**src/design/tmw_pkg.sv**
```systemverilog
// Shared constants and types for the 8-bit timer waveform mode control block.
package tmw_pkg;

  localparam logic [7:0] TMW_OFF_CTRL_A = 8'h30;
  localparam logic [7:0] TMW_OFF_CTRL_B = 8'h34;
  localparam logic [7:0] TMW_OFF_CNT    = 8'h38;
  localparam logic [7:0] TMW_OFF_CMPA   = 8'h3C;
  localparam logic [7:0] TMW_OFF_CMPB   = 8'h40;
  localparam logic [7:0] TMW_OFF_STAT   = 8'h44;

  localparam logic [7:0] TMW_CTRL_A_RST   = 8'h00;
  localparam logic [7:0] TMW_CTRL_A_WMASK = 8'hF3;
  localparam int         TMW_COMA_LSB     = 6;
  localparam int         TMW_COMB_LSB     = 4;
  localparam int         TMW_EXT_BIT      = 3;
  localparam int         TMW_RUN_BIT      = 0;
  localparam int         TMW_OVF_BIT      = 0;

  localparam logic [7:0] TMW_MAX    = 8'hFF;
  localparam logic [7:0] TMW_BOTTOM = 8'h00;

  localparam logic [2:0] TMW_WGM_NORMAL = 3'h0;
  localparam logic [2:0] TMW_WGM_PC_FF  = 3'h1;
  localparam logic [2:0] TMW_WGM_CTC    = 3'h2;
  localparam logic [2:0] TMW_WGM_FP_FF  = 3'h3;
  localparam logic [2:0] TMW_WGM_RSV4   = 3'h4;
  localparam logic [2:0] TMW_WGM_PC_CMP = 3'h5;
  localparam logic [2:0] TMW_WGM_RSV6   = 3'h6;
  localparam logic [2:0] TMW_WGM_FP_CMP = 3'h7;

  localparam logic [1:0] TMW_RESP_OKAY   = 2'h0;
  localparam logic [1:0] TMW_RESP_SLVERR = 2'h2;

  typedef enum logic [3:0] {
    TMW_CLS_NORMAL = 4'b0001,
    TMW_CLS_CTC    = 4'b0010,
    TMW_CLS_FAST   = 4'b0100,
    TMW_CLS_PHASE  = 4'b1000
  } tmw_class_t;

  typedef struct packed {
    logic        en;
    logic [7:0]  addr;
    logic [31:0] data;
    logic [3:0]  strb;
  } tmw_wreq_t;

  typedef struct packed {
    logic        awrdy;
    logic        wrdy;
    logic        have_aw;
    logic        have_w;
    logic [7:0]  awaddr;
    logic [31:0] wdata;
    logic [3:0]  wstrb;
    logic        bvalid;
    logic [1:0]  bresp;
    logic        arrdy;
    logic [7:0]  araddr;
    logic        rpend;
    logic        rvalid;
    logic [31:0] rdata;
    logic [1:0]  rresp;
  } tmw_axi_st_t;

  typedef struct packed {
    logic wave;
    logic conn;
  } tmw_chan_st_t;

  typedef struct packed {
    logic [7:0] ctrl_a;
    logic       ext;
    logic       run;
    logic [7:0] cnt;
    logic       dir_down;
    logic       block;
    logic [7:0] cmpa_buf;
    logic [7:0] cmpb_buf;
    logic [7:0] cmpa_act;
    logic [7:0] cmpb_act;
    logic       ovf;
  } tmw_top_st_t;

endpackage : tmw_pkg

```
**src/design/tmw_axil_slave.sv**
```systemverilog
// AXI4-Lite slave front end that turns bus transfers into register strobes.
`timescale 1ns/1ns
`default_nettype none
module tmw_axil_slave
  import tmw_pkg::*;
(
  input  wire logic        aclk,
  input  wire logic        aresetn,
  input  wire logic [7:0]  s_axi_awaddr,
  input  wire logic        s_axi_awvalid,
  output logic             s_axi_awready,
  input  wire logic [31:0] s_axi_wdata,
  input  wire logic [3:0]  s_axi_wstrb,
  input  wire logic        s_axi_wvalid,
  output logic             s_axi_wready,
  output logic [1:0]       s_axi_bresp,
  output logic             s_axi_bvalid,
  input  wire logic        s_axi_bready,
  input  wire logic [7:0]  s_axi_araddr,
  input  wire logic        s_axi_arvalid,
  output logic             s_axi_arready,
  output logic [31:0]      s_axi_rdata,
  output logic [1:0]       s_axi_rresp,
  output logic             s_axi_rvalid,
  input  wire logic        s_axi_rready,
  output tmw_wreq_t        wreq,
  input  wire logic        wr_hit,
  output logic [7:0]       rd_addr,
  input  wire logic [31:0] rd_data,
  input  wire logic        rd_hit
);
  tmw_axi_st_t st_ff;
  tmw_axi_st_t nxt_st;
  logic        fire;

  // The write strobe waits for both halves, so address and data may come in either order.
  assign fire          = st_ff.have_aw & st_ff.have_w & ~st_ff.bvalid;
  assign wreq          = '{en: fire, addr: st_ff.awaddr, data: st_ff.wdata, strb: st_ff.wstrb};
  assign rd_addr       = st_ff.araddr;
  assign s_axi_awready = st_ff.awrdy;
  assign s_axi_wready  = st_ff.wrdy;
  assign s_axi_bresp   = st_ff.bresp;
  assign s_axi_bvalid  = st_ff.bvalid;
  assign s_axi_arready = st_ff.arrdy;
  assign s_axi_rdata   = st_ff.rdata;
  assign s_axi_rresp   = st_ff.rresp;
  assign s_axi_rvalid  = st_ff.rvalid;

  always_comb begin
    nxt_st = st_ff;
    if (s_axi_awvalid && st_ff.awrdy) begin
      nxt_st.have_aw = 1'b1;
      nxt_st.awaddr  = s_axi_awaddr;
    end
    if (s_axi_wvalid && st_ff.wrdy) begin
      nxt_st.have_w = 1'b1;
      nxt_st.wdata  = s_axi_wdata;
      nxt_st.wstrb  = s_axi_wstrb;
    end
    if (fire) begin
      nxt_st.have_aw = 1'b0;
      nxt_st.have_w  = 1'b0;
      nxt_st.bvalid  = 1'b1;
      nxt_st.bresp   = wr_hit ? TMW_RESP_OKAY : TMW_RESP_SLVERR;
    end
    if (st_ff.bvalid && s_axi_bready) begin
      nxt_st.bvalid = 1'b0;
    end
    if (s_axi_arvalid && st_ff.arrdy) begin
      nxt_st.araddr = s_axi_araddr;
      nxt_st.rpend  = 1'b1;
    end
    if (st_ff.rpend) begin
      nxt_st.rpend  = 1'b0;
      nxt_st.rvalid = 1'b1;
      nxt_st.rdata  = rd_data;
      nxt_st.rresp  = rd_hit ? TMW_RESP_OKAY : TMW_RESP_SLVERR;
    end
    if (st_ff.rvalid && s_axi_rready) begin
      nxt_st.rvalid = 1'b0;
    end
    nxt_st.awrdy = ~nxt_st.have_aw & ~nxt_st.bvalid;
    nxt_st.wrdy  = ~nxt_st.have_w & ~nxt_st.bvalid;
    nxt_st.arrdy = ~nxt_st.rpend & ~nxt_st.rvalid;
  end

  always_ff @(posedge aclk) begin
    if (!aresetn) begin
      st_ff <= '0;
    end else begin
      st_ff <= nxt_st;
    end
  end

endmodule : tmw_axil_slave
`default_nettype wire

```
**src/design/tmw_timer8.sv**
```systemverilog
// Top of the 8-bit timer: registers, mode decode, counter and overflow flag.
//
// Register access over AXI4-Lite was decided locally.
`timescale 1ns/1ns
`default_nettype none
//
// Contract
// - A nonzero compare output mode hands that channel's pin to its waveform; the code leaves PWM code 1 off the pin unless it is channel A with extension 1.
// - Non-PWM channel A: 0 off, 1 toggle, 2 clear, 3 set on match.
// - Non-PWM channel B: 0 off, 1 toggle, 2 clear, 3 set on match.
// - PWM channel A code 1: off when extension is 0, toggle when 1.
// - Fast PWM: code 2 clears on match, sets at bottom; code 3 inverse.
// - Fast PWM: compare equal to top with high bit set ignores match.
// - Phase PWM: code 2 clears rising match, sets falling match; code 3 inverse.
// - Phase PWM: compare equal to top with high bit set acts at top.
// - Control A bits 3:2 always read zero.
// - Mode is extension bit above control A bits 1:0.
// - Modes: 0 normal, 1/5 phase, 2 clear-on-match, 3/7 fast, 4/6 reserved.
// - Top is 0xFF in modes 0,1,3 and channel A compare in 2,5,7.
// - Compare writes apply at once, at top, or at bottom per mode.
// - Overflow flag at MAX in 0,2,3; bottom in 1,5; top in 7.
// - MAX is 0xFF and BOTTOM is 0x00.
// - Phase PWM counts up to top, then down to bottom, repeatedly.
// - Fast PWM counts up to top, then returns to zero next cycle.
module tmw_timer8
  import tmw_pkg::*;
(
  input  wire logic        aclk,
  input  wire logic        aresetn,
  input  wire logic [7:0]  s_axi_awaddr,
  input  wire logic        s_axi_awvalid,
  output logic             s_axi_awready,
  input  wire logic [31:0] s_axi_wdata,
  input  wire logic [3:0]  s_axi_wstrb,
  input  wire logic        s_axi_wvalid,
  output logic             s_axi_wready,
  output logic [1:0]       s_axi_bresp,
  output logic             s_axi_bvalid,
  input  wire logic        s_axi_bready,
  input  wire logic [7:0]  s_axi_araddr,
  input  wire logic        s_axi_arvalid,
  output logic             s_axi_arready,
  output logic [31:0]      s_axi_rdata,
  output logic [1:0]       s_axi_rresp,
  output logic             s_axi_rvalid,
  input  wire logic        s_axi_rready,
  output logic             chan_a_wave_out,
  output logic             chan_a_pin_override,
  output logic             chan_b_wave_out,
  output logic             chan_b_pin_override,
  output logic             overflow_flag
);
  tmw_top_st_t st_ff;
  tmw_top_st_t nxt_st;
  tmw_wreq_t   wreq;
  tmw_class_t  cls;
  logic [2:0]  waveform_mode;
  logic        reserved_mode;
  logic [7:0]  top_val;
  logic        tick;
  logic        at_top;
  logic        match_a;
  logic        match_b;
  logic        ovf_evt;
  logic        cmp_load;
  logic        wr_hit;
  logic        rd_hit;
  logic [7:0]  rd_addr;
  logic [7:0]  rd_byte;
  logic [31:0] rd_data;
  logic        cnt_wr;

  // The counter is never written while a match is wanted: a write blocks a match on the first counted cycle after it.
  assign tick          = st_ff.run;
  assign waveform_mode = {st_ff.ext, st_ff.ctrl_a[1:0]};
  assign reserved_mode = (waveform_mode == TMW_WGM_RSV4) || (waveform_mode == TMW_WGM_RSV6);
  assign top_val       = (waveform_mode == TMW_WGM_CTC || waveform_mode == TMW_WGM_PC_CMP ||
                          waveform_mode == TMW_WGM_FP_CMP) ? st_ff.cmpa_act : TMW_MAX;
  assign at_top        = tick && (st_ff.cnt == top_val);
  assign match_a       = tick && !st_ff.block && (st_ff.cnt == st_ff.cmpa_act);
  assign match_b       = tick && !st_ff.block && (st_ff.cnt == st_ff.cmpb_act);
  assign cnt_wr        = wreq.en && wreq.strb[0] && (wreq.addr == TMW_OFF_CNT);
  // Buffered modes load on the top cycle, so a new compare first counts from bottom in fast PWM and from top on the way down in phase PWM.
  assign cmp_load      = (cls == TMW_CLS_NORMAL) || (cls == TMW_CLS_CTC) ||
                         (at_top && (cls == TMW_CLS_PHASE || cls == TMW_CLS_FAST));
  assign rd_data       = {24'h00_0000, rd_byte};
  assign overflow_flag = st_ff.ovf;

  always_comb begin
    unique case (waveform_mode)
      TMW_WGM_NORMAL, TMW_WGM_RSV4, TMW_WGM_RSV6: cls = TMW_CLS_NORMAL;
      TMW_WGM_PC_FF, TMW_WGM_PC_CMP:              cls = TMW_CLS_PHASE;
      TMW_WGM_CTC:                                cls = TMW_CLS_CTC;
      TMW_WGM_FP_FF, TMW_WGM_FP_CMP:              cls = TMW_CLS_FAST;
    endcase
  end

  always_comb begin
    // Mode 7 flags at top because the counter may never reach MAX there.
    if (waveform_mode == TMW_WGM_FP_CMP) begin
      ovf_evt = at_top;
    end else if (cls == TMW_CLS_PHASE) begin
      ovf_evt = tick && st_ff.dir_down && (st_ff.cnt == TMW_BOTTOM);
    end else begin
      ovf_evt = tick && (st_ff.cnt == TMW_MAX);
    end
  end

  always_comb begin
    wr_hit = 1'b1;
    unique case (wreq.addr)
      TMW_OFF_CTRL_A, TMW_OFF_CTRL_B, TMW_OFF_CNT,
      TMW_OFF_CMPA, TMW_OFF_CMPB, TMW_OFF_STAT: wr_hit = 1'b1;
      default:                                  wr_hit = 1'b0;
    endcase
  end

  always_comb begin
    // Unmapped offsets answer with an error and a zero byte.
    rd_byte = 8'h00;
    rd_hit  = 1'b1;
    unique case (rd_addr)
      TMW_OFF_CTRL_A: rd_byte = st_ff.ctrl_a & TMW_CTRL_A_WMASK;
      TMW_OFF_CTRL_B: begin
        rd_byte[TMW_EXT_BIT] = st_ff.ext;
        rd_byte[TMW_RUN_BIT] = st_ff.run;
      end
      TMW_OFF_CNT:    rd_byte = st_ff.cnt;
      TMW_OFF_CMPA:   rd_byte = st_ff.cmpa_buf;
      TMW_OFF_CMPB:   rd_byte = st_ff.cmpb_buf;
      TMW_OFF_STAT:   rd_byte[TMW_OVF_BIT] = st_ff.ovf;
      default:        rd_hit = 1'b0;
    endcase
  end

  always_comb begin
    nxt_st = st_ff;
    if (cls != TMW_CLS_PHASE) begin
      nxt_st.dir_down = 1'b0;
    end
    if (tick) begin
      nxt_st.block = 1'b0;
      unique case (cls)
        TMW_CLS_NORMAL: nxt_st.cnt = st_ff.cnt + 8'h01;
        TMW_CLS_CTC, TMW_CLS_FAST: begin
          nxt_st.cnt = at_top ? TMW_BOTTOM : st_ff.cnt + 8'h01;
        end
        TMW_CLS_PHASE: begin
          // A top of zero would otherwise wrap; the counter then rests at bottom.
          if (!st_ff.dir_down) begin
            if (at_top) begin
              nxt_st.dir_down = 1'b1;
              nxt_st.cnt = (st_ff.cnt == TMW_BOTTOM) ? TMW_BOTTOM : st_ff.cnt - 8'h01;
            end else begin
              nxt_st.cnt = st_ff.cnt + 8'h01;
            end
          end else if (st_ff.cnt == TMW_BOTTOM) begin
            nxt_st.dir_down = 1'b0;
            nxt_st.cnt = (top_val == TMW_BOTTOM) ? TMW_BOTTOM : st_ff.cnt + 8'h01;
          end else begin
            nxt_st.cnt = st_ff.cnt - 8'h01;
          end
        end
      endcase
    end
    if (wreq.en && wreq.strb[0]) begin
      unique case (wreq.addr)
        TMW_OFF_CTRL_A: nxt_st.ctrl_a = wreq.data[7:0] & TMW_CTRL_A_WMASK;
        TMW_OFF_CTRL_B: begin
          nxt_st.ext = wreq.data[TMW_EXT_BIT];
          nxt_st.run = wreq.data[TMW_RUN_BIT];
        end
        TMW_OFF_CNT: begin
          nxt_st.cnt   = wreq.data[7:0];
          nxt_st.block = 1'b1;
        end
        TMW_OFF_CMPA: nxt_st.cmpa_buf = wreq.data[7:0];
        TMW_OFF_CMPB: nxt_st.cmpb_buf = wreq.data[7:0];
        TMW_OFF_STAT: begin
          if (wreq.data[TMW_OVF_BIT]) begin
            nxt_st.ovf = 1'b0;
          end
        end
        default: nxt_st.block = nxt_st.block;
      endcase
    end
    // The flag is set after the clear, so an event in the clearing cycle survives.
    if (ovf_evt) begin
      nxt_st.ovf = 1'b1;
    end
    if (cmp_load) begin
      nxt_st.cmpa_act = nxt_st.cmpa_buf;
      nxt_st.cmpb_act = nxt_st.cmpb_buf;
    end
  end

  always_ff @(posedge aclk) begin
    if (!aresetn) begin
      st_ff <= '0;
    end else begin
      st_ff <= nxt_st;
    end
  end

  tmw_axil_slave u_bus (
    .aclk          (aclk),
    .aresetn       (aresetn),
    .s_axi_awaddr  (s_axi_awaddr),
    .s_axi_awvalid (s_axi_awvalid),
    .s_axi_awready (s_axi_awready),
    .s_axi_wdata   (s_axi_wdata),
    .s_axi_wstrb   (s_axi_wstrb),
    .s_axi_wvalid  (s_axi_wvalid),
    .s_axi_wready  (s_axi_wready),
    .s_axi_bresp   (s_axi_bresp),
    .s_axi_bvalid  (s_axi_bvalid),
    .s_axi_bready  (s_axi_bready),
    .s_axi_araddr  (s_axi_araddr),
    .s_axi_arvalid (s_axi_arvalid),
    .s_axi_arready (s_axi_arready),
    .s_axi_rdata   (s_axi_rdata),
    .s_axi_rresp   (s_axi_rresp),
    .s_axi_rvalid  (s_axi_rvalid),
    .s_axi_rready  (s_axi_rready),
    .wreq          (wreq),
    .wr_hit        (wr_hit),
    .rd_addr       (rd_addr),
    .rd_data       (rd_data),
    .rd_hit        (rd_hit)
  );

  tmw_wave_chan #(.IS_CHAN_A(1'b1)) u_chan_a (
    .aclk              (aclk),
    .aresetn           (aresetn),
    .cls               (cls),
    .reserved_mode     (reserved_mode),
    .output_mode       (st_ff.ctrl_a[TMW_COMA_LSB +: 2]),
    .waveform_mode_ext (st_ff.ext),
    .match             (match_a),
    .at_top            (at_top),
    .count_up          (!st_ff.dir_down),
    .cmp_is_top        (st_ff.cmpa_act == top_val),
    .wave_out          (chan_a_wave_out),
    .pin_override      (chan_a_pin_override)
  );

  tmw_wave_chan #(.IS_CHAN_A(1'b0)) u_chan_b (
    .aclk              (aclk),
    .aresetn           (aresetn),
    .cls               (cls),
    .reserved_mode     (reserved_mode),
    .output_mode       (st_ff.ctrl_a[TMW_COMB_LSB +: 2]),
    .waveform_mode_ext (st_ff.ext),
    .match             (match_b),
    .at_top            (at_top),
    .count_up          (!st_ff.dir_down),
    .cmp_is_top        (st_ff.cmpb_act == top_val),
    .wave_out          (chan_b_wave_out),
    .pin_override      (chan_b_pin_override)
  );
endmodule : tmw_timer8
`default_nettype wire

```
**src/design/tmw_wave_chan.sv**
```systemverilog
// One compare output channel: pin takeover and waveform set, clear and toggle.
`timescale 1ns/1ns
`default_nettype none
module tmw_wave_chan
  import tmw_pkg::*;
#(
  parameter bit IS_CHAN_A = 1'b1
)
(
  input  wire logic       aclk,
  input  wire logic       aresetn,
  input  wire tmw_class_t cls,
  input  wire logic       reserved_mode,
  input  wire logic [1:0] output_mode,
  input  wire logic       waveform_mode_ext,
  input  wire logic       match,
  input  wire logic       at_top,
  input  wire logic       count_up,
  input  wire logic       cmp_is_top,
  output logic            wave_out,
  output logic            pin_override
);
  tmw_chan_st_t st_ff;
  tmw_chan_st_t nxt_st;
  logic         pwm;
  logic         toggle_ok;
  logic         inv;

  assign pwm          = (cls == TMW_CLS_FAST) || (cls == TMW_CLS_PHASE);
  assign toggle_ok    = !pwm || (IS_CHAN_A && waveform_mode_ext);
  assign inv          = output_mode[0];
  assign wave_out     = st_ff.wave;
  assign pin_override = st_ff.conn;

  always_comb begin
    nxt_st = st_ff;
    // Code 1 in a PWM mode only reaches the pin where toggling exists.
    nxt_st.conn = (output_mode != 2'h0) && !(pwm && output_mode == 2'h1 && !toggle_ok);
    if (reserved_mode) begin
      nxt_st.wave = st_ff.wave;
    end else if (!pwm) begin
      if (match) begin
        unique case (output_mode)
          2'h0: nxt_st.wave = st_ff.wave;
          2'h1: nxt_st.wave = ~st_ff.wave;
          2'h2: nxt_st.wave = 1'b0;
          2'h3: nxt_st.wave = 1'b1;
        endcase
      end
    end else if (output_mode == 2'h1) begin
      if (toggle_ok && match) begin
        nxt_st.wave = ~st_ff.wave;
      end
    end else if (output_mode[1]) begin
      if (cls == TMW_CLS_FAST) begin
        // The bottom action wins over a match in the same cycle.
        if (at_top) begin
          nxt_st.wave = !inv;
        end else if (match && !cmp_is_top) begin
          nxt_st.wave = inv;
        end
      end else if (cmp_is_top) begin
        if (at_top) begin
          nxt_st.wave = !inv;
        end
      end else if (match) begin
        nxt_st.wave = count_up ? inv : !inv;
      end
    end
  end

  always_ff @(posedge aclk) begin
    if (!aresetn) begin
      st_ff <= '0;
    end else begin
      st_ff <= nxt_st;
    end
  end
endmodule : tmw_wave_chan
`default_nettype wire

```
**config.mk**
```make
export PLATFORM = sky130hd
export DESIGN_NAME = tmw_timer8
export DESIGN_NICKNAME = d
export VERILOG_FILES = /design/src/design/tmw_pkg.sv /design/src/design/tmw_axil_slave.sv /design/src/design/tmw_timer8.sv /design/src/design/tmw_wave_chan.sv
export SDC_FILE = /design/constraint.sdc
export NUM_CORES = 1
export LEC_CHECK = 0
export BUFFER_PORTS_ARGS = -buffer_cell sky130_fd_sc_hd__buf_2
export CORE_AREA = 2 2 104 106
export CTS_CLUSTER_SIZE = 24
export DETAILED_ROUTE_END_ITERATION = 7
export DIE_AREA = 0 0 106 108
export GPL_TIMING_DRIVEN = 0
export PLACE_DENSITY = 0.88
export SETUP_SLACK_MARGIN = 0.15
export SLEW_MARGIN = 20
export SYNTH_ARGS = -nofsm -noshare
export SYNTH_HDL_FRONTEND = slang
export SYNTH_SLANG_ARGS = --single-unit
```
**constraint.sdc**
```tcl
create_clock -name aclk -period 2.7 [get_ports aclk]
set_input_delay 0.405 -clock aclk [delete_from_list [all_inputs] [get_ports aclk]]
set_output_delay 0.405 -clock aclk [all_outputs]
set_load 0.05 [all_outputs]
```
==> results.txt <==
* Number of cells on the worst hold path: 3
* Cell type with the largest total area after synthesis: sky130_fd_sc_hd__dfxtp_1
* Sequential fraction of the synthesis area: 0.357
- Area of the die: 11400 sq um
- The worst hold path begins at s_axi_awaddr[1].
* Run status: finished clean
- Summed over all cells, the static leakage comes to 0.00266 uW.
- Counting distinct cell types in the post-synthesis netlist gives 72.
- Each instance of the synthesized netlist takes up on average 7.86 sq um.
* WP data arrival: 2.81 ns
- Of the cells placed in the final design, the portion with a size suffix greater than 1 is 0.230.
- The routed design has 16200 microns of wire.
- The signal on the critical path passes through clkbuf_1 > nand2_1 > o41ai_1 > nor2_1 > mux2i_1 > o221ai_1 > a31oi_1 > a211oi_1.
* Largest vdd supply drop: 0.399 mV
* Setup skew after layout: 0.0148 ns
* Largest stage delay on the critical path: 0.84 ns
- The synthesized design contains 98 register bits.
- Worst R2R End: u_chan_a.wave_out
* Final HPWL DP: 11400 microns
- Once detail routing completed, the nets flagged for antenna violations numbered 0.
* Synthesis Warnings: 0
- Post-synth EDFFs: 0
* Max Freq: 394 MHz
- TritonCTS built the clock tree.
- Placement row count: 37
- The share of synthesized area in the top cell type comes to 0.357.
- The most used flip-flop cell after synthesis is sky130_fd_sc_hd__dfxtp_1.
* Synthesized cell area: 5500 sq um
- Cell Pwr Density: 420 nW/um^2
- Counting every instance in the synthesized netlist gives 699.
- Port buffering added 50 buffers.
- In this run the standard cell core region covers 10200 sq um.
- In this run, CTS created clock tree buffers numbering 9.
- In this run the worst path has a maximum fanout of 7.
- STA classifies the critical path startpoint as a flop.
- The number of antenna diodes in the final layout is 0.
* Post-DP Area: 6010 sq um
- The finished cells cover 6560 sq um.
* Via count: 5571
- Worst Hold Slack: 0.263 ns
- After global routing the overflow that remains totals 0.
- The number of antenna violations at the first check in global routing was 0.
* Width of the die: 106 microns
- In the synthesized netlist, the cells that appear most often are sky130_fd_sc_hd__dfxtp_1, sky130_fd_sc_hd__nor2_1, sky130_fd_sc_hd__nand2_1.
- I/O pin count: 105
- The multi-input combinational cells in the finished layout cover a total of 3310 sq um.
- At the end of the flow, the number of nets in the layout was 861.
- Count of max-cap constraint violations: 0
- In this run, the number of DRC markers left after iteration 0 of detailed routing was 649.
* Worst max-slew margin expressed relative to the limit: 0.314
* RSZ-0062 raised after global routing: yes
- Slack of the worst reg-to-reg path: 0.16 ns
- The initial utilization of the core area, before any placement, comes to 0.537.
- Detail-routed net length per standard cell: 17.2 microns
- Global-route wire length before repair: 24900 microns
* Total Routing Usage GR: 0.277
- Start of the worst register-to-register path: st_ff[9]
- Setup violations remaining at the end of the flow were counted as 0.
- Number of clock sinks: 98
- Tightest Pin Transition: 1.02 ns
- Worst hold path type: input pin to flop
* Final Hold Violating Endpoints: 0
- Biggest area contributors in the synthesized netlist: sky130_fd_sc_hd__dfxtp_1, sky130_fd_sc_hd__nor2_1, sky130_fd_sc_hd__nand2_1
- Clock Root Buffer: sky130_fd_sc_hd__clkbuf_8
- Fin. max-slew vios: 0
- Counting cells, the worst reg-to-reg path comes to 8.
- Placer congestion estimate: 0.997
- The H-tree was split into 3 levels.
- Share of synthesized flip-flops with an asynchronous set or reset: 0
- The area growth from synthesis to layout is 19.4%.
- Data required time of the worst path: 2.98 ns
* Number of global-route vias before repair: 5030
- In this run, post-CTS hold repair placed 0 buffers.
* Final Critical Period: 2.54 ns
- Final worst-path cycle share: 0.939
- Setup slack after layout: 0.165 ns
* DR pass1 iterations: 5
- End point of the most critical hold path: u_bus.wreq[37]
- Max clock buf depth: 2
* Sort of element at the end of the critical path: flop
- At the later pin of the worst-skew pair, clock insertion delay measures 0.38 ns.
- Largest net degree at the start of global routing: 18
- Final standard cell utilization of the core: 0.641
- The filler cells instantiated in the layout total 822.
* Master of the slowest instance on the critical path: sky130_fd_sc_hd__o41ai_1
- In this run the vertical extent of the chip is 108 microns.
* Post-place setup slack: -0.251 ns
- Most used standard cell by instance count after synthesis: sky130_fd_sc_hd__dfxtp_1
* Per-cell via count in the routed design: 5.93
* Register clock-pin slew on the reported worst setup and hold paths: 0.10 ns
* WS Path Type: flop to flop
* Sequential cell area: 1970 sq um
* Post-route DRC violation count: 0
==> state kept, by name (all words and copies together) (netlist names), 3 cells and up <==
register           cells
st_ff                 49
u_bus.rd_addr          8
u_bus.s_axi_rdata      8
u_bus.st_ff            3
u_bus.wreq            17
==> power breakdown <==
part | switching (uW) | internal [uW]
sequential | 34.5 | 1480
clock | 547 | 343
combinational | 248 | 107
==> per-stage QoR <==
step / total power (uW) / setup TNS [ns] / std cells
after floorplan: 1810 / 0 / 724
after global placement: 1880 / -1.32 / 910
after detailed placement: 1890 / -1.99 / 910
after CTS: 2740 / 0 / 929
after global routing: 2840 / 0 / 940
final: 2760 / 0 / 940
==> worst max-delay path, delay by kind of cell (launching register included) <==
kind | cells | cell delay, ns
compound gates | 4 | 1.35
buf+inv | 1 | 0.33
flops | 1 | 0.32
simple gates | 2 | 0.27
mux | 1 | 0.17
==> repair_timing <==
action                     in CTS  in global routing
buffers inserted                4                 11
gates resized for setup        15                 61
pin swaps                       4                 21
setup endpoints to repair      34                 36
==> worst max-delay path by stage <==
stage | start | endpoint | slack (ns) | cells past startpoint
floorplan | st_ff[35] | st_ff[38] | 0.27 | 10
global placement | st_ff[36] | st_ff[38] | -0.31 | 10
CTS | st_ff[45] | u_chan_b.wave_out | 0.05 | 9
finish | st_ff[9] | u_chan_a.wave_out | 0.16 | 8
detailed placement | st_ff[36] | st_ff[38] | -0.25 | 10
global route | st_ff[41] | st_ff[38] | 0.07 | 9
==> layout by cell type, fill, tap and decap left out, types with 4 or more instances in the layout <==
master	synthesis	final
sky130_fd_sc_hd__o211ai_1	7	7
sky130_fd_sc_hd__buf_2	7	53
sky130_fd_sc_hd__dfxtp_1	98	93
sky130_fd_sc_hd__buf_4	37	54
sky130_fd_sc_hd__o21ai_0	25	23
sky130_fd_sc_hd__xor2_1	8	8
sky130_fd_sc_hd__clkbuf_2	1	5
sky130_fd_sc_hd__nand2b_1	13	13
sky130_fd_sc_hd__conb_1	1	26
sky130_fd_sc_hd__mux2i_1	31	31
sky130_fd_sc_hd__a221oi_1	5	4
sky130_fd_sc_hd__nor3_1	11	10
sky130_fd_sc_hd__clkbuf_1	37	33
sky130_fd_sc_hd__nor2_1	85	83
sky130_fd_sc_hd__o31ai_1	5	5
sky130_fd_sc_hd__and2_1	8	8
sky130_fd_sc_hd__a211oi_1	27	25
sky130_fd_sc_hd__nand3_1	25	23
sky130_fd_sc_hd__nor4_1	6	4
sky130_fd_sc_hd__a21oi_1	49	47
sky130_fd_sc_hd__inv_1	16	15
sky130_fd_sc_hd__dfxtp_2	0	5
sky130_fd_sc_hd__clkbuf_8	0	9
sky130_fd_sc_hd__o22ai_1	5	5
sky130_fd_sc_hd__xnor2_1	9	9
sky130_fd_sc_hd__nand4_1	5	5
sky130_fd_sc_hd__a22oi_1	6	5
sky130_fd_sc_hd__buf_6	0	4
sky130_fd_sc_hd__nand2_1	84	80
sky130_fd_sc_hd__a32oi_1	6	6
==> cell type report <==
| class | count | share of cell area |
|---|---|---|
| Multi-Input combinational cell | 523 | 0.505 |
| Sequential cell | 98 | 0.300 |
| Buffer | 87 | 0.0776 |
| Timing Repair Buffer | 65 | 0.0559 |
| Tap cell | 136 | 0.0259 |
| Clock buffer | 9 | 0.0189 |
| Inverter | 16 | 0.00915 |
| Clock inverter | 6 | 0.00782 |
==> cell families (layout without fill, tap and decap cells) <==
logic type,Yosys count,after routing,share of synthesized area
DFF,98,98,0.357
xor gates and xnor gates,17,17,0.0271
other,1,26,0.000682
adders and majority gates,2,2,0.00455
and+or+nand+nor,273,273,0.239
buffers and inverters,103,183,0.0974
AOI/OAI and AO/OA,172,172,0.213
muxes,33,33,0.0606
==> routing by layer <==
metal,wire length (microns),vias to the layer above,global-route usage,share of wire
li1,-,2626,-,-
met1,6580,2563,0.356,0.41
met2,7520,320,0.449,0.46
met3,1370,62,0.0470,0.084
met4,730,0,0.146,0.045
met5,0,-,0,0
No activity file was read; power rests on OpenSTA's default activity.
